===== src/include/plr_consts.svh =====
// Constants of the power loss ride-through block.
// Assumes a 200 MHz controller clock and word-aligned Wishbone registers.
`ifndef PLR_CONSTS_SVH
`define PLR_CONSTS_SVH
`define PLR_CLK_MHZ 200
`define PLR_TICK_MS 100
`define PLR_LOSS_MS 15
`define PLR_TICK_CYC (`PLR_TICK_MS * 1000 * `PLR_CLK_MHZ)
`define PLR_LOSS_CYC (`PLR_LOSS_MS * 1000 * `PLR_CLK_MHZ)
`define PLR_IDX_MODE 14'h485
`define PLR_IDX_RT 14'h486
`define PLR_IDX_MB 14'h487
`define PLR_IDX_VR 14'h488
`define PLR_IDX_UVL 14'h489
`define PLR_IDX_CTRL 14'h48A
`define PLR_IDX_STAT 14'h48B
`define PLR_IDX_SS 14'h191
`define PLR_MODE_OFF 16'h0000
`define PLR_MODE_TIMED 16'h0001
`define PLR_MODE_MAX 16'h0002
`define PLR_RT_DEF 16'h0001
`define PLR_RT_MAX 16'h00FF
`define PLR_MB_MIN 16'h0001
`define PLR_MB_MAX 16'h0032
`define PLR_MB_DEF 16'h0002
`define PLR_VR_MAX 16'h0032
`define PLR_VR_DEF 16'h0003
`define PLR_UVL_MIN 16'h0096
`define PLR_UVL_MAX 16'h00D2
`define PLR_UVL_DEF 16'h00BE
`define PLR_SS_MAX 16'h0003
`define PLR_SS_DEF 16'h0002
`define PLR_CTRL_FCLR 0
`define PLR_LEVEL_MAX 8'hFF
`define PLR_RAMP_STEPS 256
`endif


===== src/include/plr_pkg.sv =====
// Types of the power loss ride-through block.
// Assumes nothing beyond the tool's SystemVerilog support.
package plr_pkg;

  // Gray along stop, run, loss, block, search, ramp
  typedef enum logic [2:0] {
    ST_STOP = 3'h0,
    ST_RUN = 3'h1,
    ST_LOSS = 3'h3,
    ST_BLOCK = 3'h2,
    ST_SEARCH = 3'h6,
    ST_RAMP = 3'h7,
    ST_FAULT = 3'h5
  } state_e;

  typedef struct packed {
    state_e st;
    logic run_m;
    logic run_s;
    logic sup_m;
    logic sup_s;
    logic [31:0] cnt;
    logic [15:0] mode;
    logic [15:0] rt;
    logic [15:0] mb;
    logic [15:0] vr;
    logic [15:0] uvl;
    logic [15:0] ss;
    logic [15:0] amode;
    logic [15:0] art;
    logic [15:0] amb;
    logic [15:0] avr;
    logic [15:0] auvl;
    logic [15:0] ass;
    logic fault;
    logic err;
    logic srch;
    logic rstart;
    logic ack;
    logic [31:0] rdat;
  } ctrl_s;

  typedef struct packed {
    logic [31:0] cnt;
    logic tick;
  } tick_s;

  typedef struct packed {
    logic busy;
    logic done;
    logic [31:0] cnt;
    logic [7:0] level;
  } ramp_s;

endpackage


===== src/include/ramp_if.sv =====
// Link between the sequencer and the output voltage ramp.
// Assumes both ends run on the same clock.
`timescale 1ns/10ps
interface ramp_if;
  logic start;
  logic [7:0] time_t;
  logic done;
  logic [7:0] level;
  modport ctl (output start, output time_t, input done, input level);
  modport rmp (input start, input time_t, output done, output level);
endinterface


===== src/core/ridethrough_ctrl.sv =====
// Momentary power loss supervisor with ride-through and restart.
// Assumes a Wishbone classic master, a DC bus reading in volts on clk_i,
// and a speed search engine that answers search_start_o with search_done_i.
`timescale 1ns/10ps
`include "plr_consts.svh"
module ridethrough_ctrl import plr_pkg::*; #(
  parameter int unsigned TICK_CYC = `PLR_TICK_CYC,
  parameter int unsigned LOSS_CYC = `PLR_LOSS_CYC,
  parameter bit HV_CLASS = 1'b0
) (
  input wire logic clk_i,
  input wire logic rst_i,
  input wire logic cyc_i,
  input wire logic stb_i,
  input wire logic we_i,
  input wire logic [15:0] adr_i,
  input wire logic [3:0] sel_i,
  input wire logic [31:0] dat_i,
  output logic [31:0] dat_o,
  output logic ack_o,
  input wire logic run_cmd_i,
  input wire logic ctrl_supply_ok_i,
  input wire logic [15:0] dc_bus_v_i,
  input wire logic err_i,
  input wire logic search_done_i,
  output logic running_o,
  output logic block_o,
  output logic recovering_o,
  output logic uv_fault_o,
  output logic err_o,
  output logic search_start_o,
  output logic [1:0] search_method_o,
  output logic [7:0] volt_level_o
);

  ////////////////////////////////////////////////////////////////////////
  // Constants and helpers

  localparam logic [15:0] UVL_LO = `PLR_UVL_MIN << HV_CLASS;
  localparam logic [15:0] UVL_HI = `PLR_UVL_MAX << HV_CLASS;
  localparam logic [15:0] UVL_DF = `PLR_UVL_DEF << HV_CLASS;

  function automatic logic [15:0] clamp(input logic [15:0] v,
                                        input logic [15:0] lo,
                                        input logic [15:0] hi);
    clamp = (v < lo) ? lo : ((v > hi) ? hi : v);
  endfunction

  // Byte-lane merge of a 16-bit register
  function automatic logic [15:0] merge(input logic [15:0] old,
                                        input logic [31:0] d,
                                        input logic [3:0] sel);
    merge = {sel[1] ? d[15:8] : old[15:8], sel[0] ? d[7:0] : old[7:0]};
  endfunction

  function automatic logic in_recovery(input state_e st);
    in_recovery = (st == ST_LOSS) || (st == ST_BLOCK) ||
                  (st == ST_SEARCH) || (st == ST_RAMP);
  endfunction

  ////////////////////////////////////////////////////////////////////////
  // State and submodules

  ctrl_s s;
  ctrl_s n;
  logic tick;
  logic tclr;
  logic uv;
  logic acc;
  logic fclr;
  logic wr;
  ramp_if rp ();

  tenth_tick #(
    .CYC(TICK_CYC)
  ) u_tick (
    .clk_i(clk_i),
    .rst_i(rst_i),
    .clr_i(tclr),
    .tick_o(tick)
  );

  volt_ramp #(
    .TICK_CYC(TICK_CYC)
  ) u_ramp (
    .clk_i(clk_i),
    .rst_i(rst_i),
    .r(rp.rmp)
  );

  assign uv = dc_bus_v_i < s.auvl;
  assign acc = cyc_i && stb_i && !s.ack;
  // Writes land at the edge where the master sees ack high
  assign wr = cyc_i && stb_i && we_i && s.ack;
  assign fclr = wr && sel_i[0] && (adr_i[15:2] == `PLR_IDX_CTRL) &&
                dat_i[`PLR_CTRL_FCLR];
  // Tick period restarts on every state change
  assign tclr = (n.st != s.st);

  ////////////////////////////////////////////////////////////////////////
  // Next state

  always_comb begin
    n = s;
    n.run_m = run_cmd_i;
    n.run_s = s.run_m;
    n.sup_m = ctrl_supply_ok_i;
    n.sup_s = s.sup_m;
    n.ack = acc;
    n.srch = 1'b0;
    n.rstart = 1'b0;

    // Register writes, clamped to the legal ranges
    if (wr) begin
      case (adr_i[15:2])
        `PLR_IDX_MODE: begin
          n.mode = clamp(merge(s.mode, dat_i, sel_i), `PLR_MODE_OFF, `PLR_MODE_MAX);
        end
        `PLR_IDX_RT: begin
          n.rt = clamp(merge(s.rt, dat_i, sel_i), 16'h0000, `PLR_RT_MAX);
        end
        `PLR_IDX_MB: begin
          n.mb = clamp(merge(s.mb, dat_i, sel_i), `PLR_MB_MIN, `PLR_MB_MAX);
        end
        `PLR_IDX_VR: begin
          n.vr = clamp(merge(s.vr, dat_i, sel_i), 16'h0000, `PLR_VR_MAX);
        end
        `PLR_IDX_UVL: begin
          n.uvl = clamp(merge(s.uvl, dat_i, sel_i), UVL_LO, UVL_HI);
        end
        `PLR_IDX_SS: begin
          n.ss = clamp(merge(s.ss, dat_i, sel_i), 16'h0000, `PLR_SS_MAX);
        end
        default: begin
        end
      endcase
    end

    // Register reads; unmapped words read zero
    if (acc && !we_i) begin
      case (adr_i[15:2])
        `PLR_IDX_MODE: n.rdat = {16'h0000, s.mode};
        `PLR_IDX_RT: n.rdat = {16'h0000, s.rt};
        `PLR_IDX_MB: n.rdat = {16'h0000, s.mb};
        `PLR_IDX_VR: n.rdat = {16'h0000, s.vr};
        `PLR_IDX_UVL: n.rdat = {16'h0000, s.uvl};
        `PLR_IDX_SS: n.rdat = {16'h0000, s.ss};
        `PLR_IDX_STAT: begin
          n.rdat = {25'h0000000, block_o, running_o, in_recovery(s.st), s.fault, s.st};
        end
        default: n.rdat = 32'h00000000;
      endcase
    end

    // Working copy follows the settings only while stopped or faulted
    if (s.st == ST_STOP || s.st == ST_FAULT) begin
      n.amode = s.mode;
      n.art = s.rt;
      n.amb = s.mb;
      n.avr = s.vr;
      n.auvl = s.uvl;
      n.ass = s.ss;
    end

    case (s.st)
      ST_STOP: begin
        if (s.run_s && !uv) begin
          n.st = ST_RUN;
        end
      end
      ST_RUN: begin
        if (!s.run_s) begin
          n.st = ST_STOP;
        end else if (uv) begin
          n.st = ST_LOSS;
        end
      end
      ST_LOSS: begin
        if (s.amode == `PLR_MODE_OFF) begin
          if (!uv) begin
            n.st = ST_RUN;
          end else if (s.cnt >= 32'(LOSS_CYC - 1)) begin
            n.st = ST_FAULT;
            n.fault = 1'b1;
          end else begin
            n.cnt = s.cnt + 32'h1;
          end
        end else if (s.amode == `PLR_MODE_TIMED) begin
          if (!uv) begin
            n.st = s.run_s ? ST_BLOCK : ST_STOP;
          end else if (s.art == 16'h0000 || (tick && s.cnt + 32'h1 >= 32'(s.art))) begin
            n.st = ST_FAULT;
            n.fault = 1'b1;
          end else if (tick) begin
            n.cnt = s.cnt + 32'h1;
          end
        end else begin
          if (!s.sup_s) begin
            n.st = ST_STOP;
          end else if (!uv) begin
            n.st = s.run_s ? ST_BLOCK : ST_STOP;
          end
        end
      end
      ST_BLOCK: begin
        if (uv) begin
          n.st = ST_LOSS;
        end else if (!s.run_s) begin
          n.st = ST_STOP;
        end else if (tick) begin
          if (s.cnt + 32'h1 >= 32'(s.amb)) begin
            n.st = ST_SEARCH;
            n.srch = 1'b1;
          end else begin
            n.cnt = s.cnt + 32'h1;
          end
        end
      end
      ST_SEARCH: begin
        if (uv) begin
          n.st = ST_LOSS;
        end else if (search_done_i) begin
          n.st = ST_RAMP;
          n.rstart = 1'b1;
        end
      end
      ST_RAMP: begin
        if (uv) begin
          n.st = ST_LOSS;
        end else if (rp.done) begin
          n.st = ST_RUN;
        end
      end
      ST_FAULT: begin
        if (fclr && !s.run_s) begin
          n.st = ST_STOP;
          n.fault = 1'b0;
        end
      end
      default: begin
        n.st = ST_STOP;
      end
    endcase

    if (n.st != s.st) begin
      n.cnt = '0;
    end
    n.err = err_i && !in_recovery(n.st);
  end

  always_ff @(posedge clk_i) begin
    if (rst_i) begin
      s <= '{st: ST_STOP, run_m: 1'b0, run_s: 1'b0, sup_m: 1'b0, sup_s: 1'b0,
             cnt: '0, mode: `PLR_MODE_OFF, rt: `PLR_RT_DEF, mb: `PLR_MB_DEF,
             vr: `PLR_VR_DEF, uvl: UVL_DF, ss: `PLR_SS_DEF,
             amode: `PLR_MODE_OFF, art: `PLR_RT_DEF, amb: `PLR_MB_DEF,
             avr: `PLR_VR_DEF, auvl: UVL_DF, ass: `PLR_SS_DEF,
             fault: 1'b0, err: 1'b0, srch: 1'b0, rstart: 1'b0, ack: 1'b0,
             rdat: '0};
    end else begin
      s <= n;
    end
  end

  ////////////////////////////////////////////////////////////////////////
  // Outputs

  assign rp.start = s.rstart;
  assign rp.time_t = s.avr[7:0];
  assign dat_o = s.rdat;
  assign ack_o = s.ack;
  assign running_o = (s.st == ST_RUN);
  assign block_o = (s.st != ST_RUN) && (s.st != ST_RAMP);
  assign recovering_o = in_recovery(s.st);
  assign uv_fault_o = s.fault;
  assign err_o = s.err;
  assign search_start_o = s.srch;
  assign search_method_o = s.ass[1:0];
  assign volt_level_o = rp.level;
endmodule


===== src/core/tenth_tick.sv =====
// Divider giving a one-cycle pulse every tenth of a second.
// Assumes clr_i restarts the period so a wait counts whole tenths.
`timescale 1ns/10ps
`include "plr_consts.svh"
module tenth_tick import plr_pkg::*; #(
  parameter int unsigned CYC = `PLR_TICK_CYC
) (
  input wire logic clk_i,
  input wire logic rst_i,
  input wire logic clr_i,
  output logic tick_o
);

  tick_s s;
  tick_s n;

  always_comb begin
    n = s;
    n.tick = 1'b0;
    if (clr_i) begin
      n.cnt = '0;
    end else if (s.cnt >= 32'(CYC - 1)) begin
      n.cnt = '0;
      n.tick = 1'b1;
    end else begin
      n.cnt = s.cnt + 32'h1;
    end
  end

  always_ff @(posedge clk_i) begin
    if (rst_i) begin
      s <= '0;
    end else begin
      s <= n;
    end
  end

  assign tick_o = s.tick;

endmodule


===== src/core/volt_ramp.sv =====
// Output voltage ramp from zero to full over a time in tenths.
// Assumes start is a one-cycle pulse; level stays full when idle.
`timescale 1ns/10ps
`include "plr_consts.svh"
module volt_ramp import plr_pkg::*; #(
  parameter int unsigned TICK_CYC = `PLR_TICK_CYC
) (
  input wire logic clk_i,
  input wire logic rst_i,
  ramp_if.rmp r
);

  ramp_s s;
  ramp_s n;
  logic [31:0] step_len;

  // Cycles per level step: whole ramp spans time_t tenths
  assign step_len = 32'(r.time_t) * 32'(TICK_CYC / `PLR_RAMP_STEPS);

  always_comb begin
    n = s;
    n.done = 1'b0;
    if (r.start) begin
      n.busy = 1'b1;
      n.cnt = '0;
      n.level = (r.time_t == 8'h00) ? `PLR_LEVEL_MAX : 8'h00;
    end else if (s.busy) begin
      if (s.level == `PLR_LEVEL_MAX) begin
        n.busy = 1'b0;
        n.done = 1'b1;
      end else if (s.cnt + 32'h1 >= step_len) begin
        n.cnt = '0;
        n.level = s.level + 8'h01;
      end else begin
        n.cnt = s.cnt + 32'h1;
      end
    end
  end

  always_ff @(posedge clk_i) begin
    if (rst_i) begin
      s <= '{busy: 1'b0, done: 1'b0, cnt: '0, level: `PLR_LEVEL_MAX};
    end else begin
      s <= n;
    end
  end

  assign r.done = s.done;
  assign r.level = s.level;

endmodule


===== config.mk =====
export PLATFORM = sky130hd
export DESIGN_NAME = ridethrough_ctrl
export DESIGN_NICKNAME = d
export VERILOG_FILES = /design/src/include/plr_pkg.sv /design/src/include/ramp_if.sv /design/src/core/ridethrough_ctrl.sv /design/src/core/tenth_tick.sv /design/src/core/volt_ramp.sv
export VERILOG_INCLUDE_DIRS = /design/src /design/src/include
export SDC_FILE = /design/constraint.sdc
export NUM_CORES = 1
export LEC_CHECK = 0
export ABC_CLOCK_PERIOD_IN_PS = 8800
export BUFFER_PORTS_ARGS = -buffer_cell sky130_fd_sc_hd__buf_2
export CAP_MARGIN = 20
export CELL_PAD_IN_SITES_DETAIL_PLACEMENT = 0
export CELL_PAD_IN_SITES_GLOBAL_PLACEMENT = 1
export CORE_AREA = 2 2 223 181
export DETAILED_ROUTE_END_ITERATION = 16
export DIE_AREA = 0 0 225 183
export PLACE_DENSITY = 0.83
export SETUP_SLACK_MARGIN = 0.2
export SLEW_MARGIN = 20
export SYNTH_ARGS = -nofsm -noshare
export SYNTH_HDL_FRONTEND = slang
export SYNTH_SLANG_ARGS = --single-unit

===== constraint.sdc =====
create_clock -name clk_i -period 8.8 [get_ports clk_i]
set_input_delay 1.32 -clock clk_i [delete_from_list [all_inputs] [get_ports clk_i]]
set_output_delay 1.32 -clock clk_i [all_outputs]
set_load 0.05 [all_outputs]

==> impl_metrics.yaml <==
power:
  power_frac_comb_pct: 5.0
  p_leak_nw: 7.91
  switchingPower_uw: 721
  ir_drop_uv: 142
  finalPower_mw: 2.94
  powerDensity_nw_per_um2: 149
  seqPwrFrac_pct: 47.3
  pwr-share-clk_pct: 47.7
  p_int_mw: 2.22
  netSwitchingFraction_pct: 24.5
critical_path:
  reg2reg_from: "rp.time_t[7]"
  worst-path-buf-inv: 2
  critPathMaxStageDelay_ps: 620
  arrival_ps: 8000
  endpoint_kind: "flip-flop"
  reg2regPathDepth: 25
  path_depth: 25
  worst_setup_path_start_kind: "flip-flop"
  critPathSlowestCell: "and2_1"
  critPathMaxFanout: 16
  path_class: "flip-flop to flip-flop"
  critical-path-top-delay-family: "compound AO/OA/AOI/OAI gates"
  crit_top_cell: "ha_1"
  crit_start: "rp.time_t[7]"
  critPathRequiredTime_ps: 9220
timing:
  tns_ps: 0
  slew_viol_final: 0
  whs_ps: 442
  worstMarginPinSlew_ps: 1010
  max_freq_ghz: 0.132
  timing_hold_violations_final: 0
  setup_ws_ps: 1220
  rsz0062_at_grt: "false"
  post-route-period-util_pct: 86.1
  relSlewSlack_pct: 32.9
  setup_viol: 0
  period_needed_ps: 7580
  final.setup_skew_ps: 15.1
layout:
  area_delta_synth_final_pct: 8.80
  drive_gt1_share_pct: 9.56
  nets: 2449
  finish.utilization_pct: 50.8
  postLayoutCellArea_um2: 19800
  final-instance-count-excl-fill: 2733
route:
  wl_um: 47200
  wl_per_cell_um: 17.3
  vias: 15700
  dr.pass1.iters: 7
  viasPerCell: 5.73
  ant_nets: 0
  drtIter0Drc: 938
  drc: 0
place:
  post-place-ws_ps: 1310
  placed_area_um2: 18700
  place_inst: 2670
  io_buffers: 89
  gp_congestion: 0.894
  place_hpwl_um: 34300
clock_network:
  clock_path_buffers: 3
  cts_root_buffer: "clkbuf_16"
  cts_tree: "built"
  clk_latency_ps: 540
  cts.sinks: 305
  numCtsBuffers: 34
  clk_pin_slew_ps: 60
  cts-resized-gates: 0
  post-cts-setup-buffers: 0
  cts_hold_buf: 0
  htree_levels: 2
synthesis:
  avgSynthCellArea_um2: 8.25
  seq_area_frac_synth_pct: 33.6
  synth_top_area_share_pct: 33.6
  ys_warn_count: 0
  synth_top_area_cell: "dfxtp_1"
  ys.flop_type: "dfxtp_1"
  synth_common_cells: "dfxtp_1 (305), nand2_1 (265), ha_1 (148)"
  synth_most_common_cell: "dfxtp_1"
  ys_ff_latch: 305
  synth-edff-count: 0
  synth.distinct_cells: 87
  synthCells: 2204
  synthesis.area_um2: 18200
  yosys-top-cells-area: "dfxtp_1 (34%), ha_1 (10%), nand2_1 (5.5%), a21oi_1 (4.0%), nor2_1 (2.9%)"
  synth-async-reset-ratio_pct: 0
hold_path:
  worstHoldStart: "n[261]"
  hp-class: "flip-flop to flip-flop"
  whs_path_depth: 1
global_route:
  antenna_found_initial: 2
  grt_first_pass_wirelength_um: 76800
  grt_max_degree: 82
  grt_util_all_layers_pct: 22.7
  grt_overflow: 0
  grt_pass1_vias: 14500
outcome:
  outcome: "finished, final reports clean"
die:
  rows: 65
  core_um2: 39000
  ios: 126
  die_x_um: 225
  floorplan.initialDensity_pct: 46.7
  dieArea_um2: 41200
  fp.dieH_um: 183
run:
  drv_cap: 0
-- path summary, 6_finish.rpt --
kind / endpoint / slack [ps]
hold reg to reg: s[261] / 440
hold / removal: s[261] / 440
setup reg to reg: u_ramp.r.level[7] / 1220
setup / recovery: u_ramp.r.level[7] / 1220
-- placed cells by master (no fill, tap or decap), types with 8 or more instances in the layout --
master / Yosys / routed
xnor2_1: 41 / 41
fa_1: 20 / 20
mux2i_1: 11 / 11
nor3b_1: 9 / 9
a22oi_1: 39 / 39
o211ai_1: 9 / 9
or2_2: 15 / 15
nand3_1: 81 / 81
nor3_1: 53 / 52
mux2_2: 16 / 16
nor2_1: 141 / 141
nand4_1: 26 / 26
and3_1: 28 / 28
ha_1: 148 / 148
a211oi_1: 35 / 35
or4_1: 22 / 22
o22ai_1: 19 / 19
buf_2: 18 / 88
o21ai_0: 58 / 58
a31oi_1: 13 / 12
a221o_1: 13 / 13
inv_1: 128 / 128
nor2b_1: 12 / 11
and4_1: 10 / 10
clkbuf_16: 0 / 34
conb_1: 1 / 23
or3_1: 26 / 26
o31ai_1: 21 / 21
xor2_1: 42 / 42
nand2b_1: 20 / 19
dfxtp_1: 305 / 305
a211o_1: 16 / 16
a21o_1: 19 / 19
buf_4: 43 / 17
nor4_1: 57 / 57
nand2_1: 265 / 265
clkinv_2: 0 / 8
and2_1: 76 / 76
a21oi_1: 147 / 146
-- cell families (layout without fill, tap and decap cells) --
kind of cell	count (synthesis)	in the layout	share of synthesized area [%]
AND/OR/NAND/NOR	864	864	24.1
AO/OA/AOI/OAI	465	465	17.2
flip-flops	305	305	33.6
buffers and inverters	291	293	7.15
adder cells (fa/ha/maj)	168	168	12.4
XOR/XNOR	83	83	4.00
multiplexers	27	27	1.60
other	1	26	0.0206
-- power groups by stage --
stage | logic, mW | clock network, mW | registers [mW]
4_1_cts | 0.146 | 1.44 | 1.39
3_5_place_dp | 0.146 | 0 | 1.42
5_1_grt | 0.161 | 1.49 | 1.39
6_report | 0.147 | 1.40 | 1.39
2_1_floorplan | 0.108 | 0 | 1.42
3_3_place_gp | 0.143 | 0 | 1.42
-- sequential cells by signal, summed over array words and instances, names as in the netlist, 2 cells and up --
register,flops
s,197
u_ramp.s,33
u_tick.s,32
dat_o,16
rp.time_t,8
u_ramp.r.level,8
n,2
search_method_o,2
-- cell type report --
class	count	area, µm²
Multi-Input combinational cell	1630	10900
Tap cell	502	628
Antenna cell	3	7.51
Clock inverter	14	144
Timing Repair Buffer	105	568
Clock buffer	46	946
Fill cell	3670	19200
Inverter	128	480
Sequential cell	305	6110
-- routing by layer --
| metal | up-vias | wire length (µm) | track usage, % |
|---|---|---|---|
| met5 | - | 0 | 0 |
| met4 | 0 | 860 | 5.06 |
| met3 | 61 | 2640 | 3.72 |
| met2 | 372 | 19800 | 33.5 |
| met1 | 7417 | 23900 | 34.4 |
| li1 | 7809 | - | - |
No activity file was read; power rests on OpenSTA's default activity.
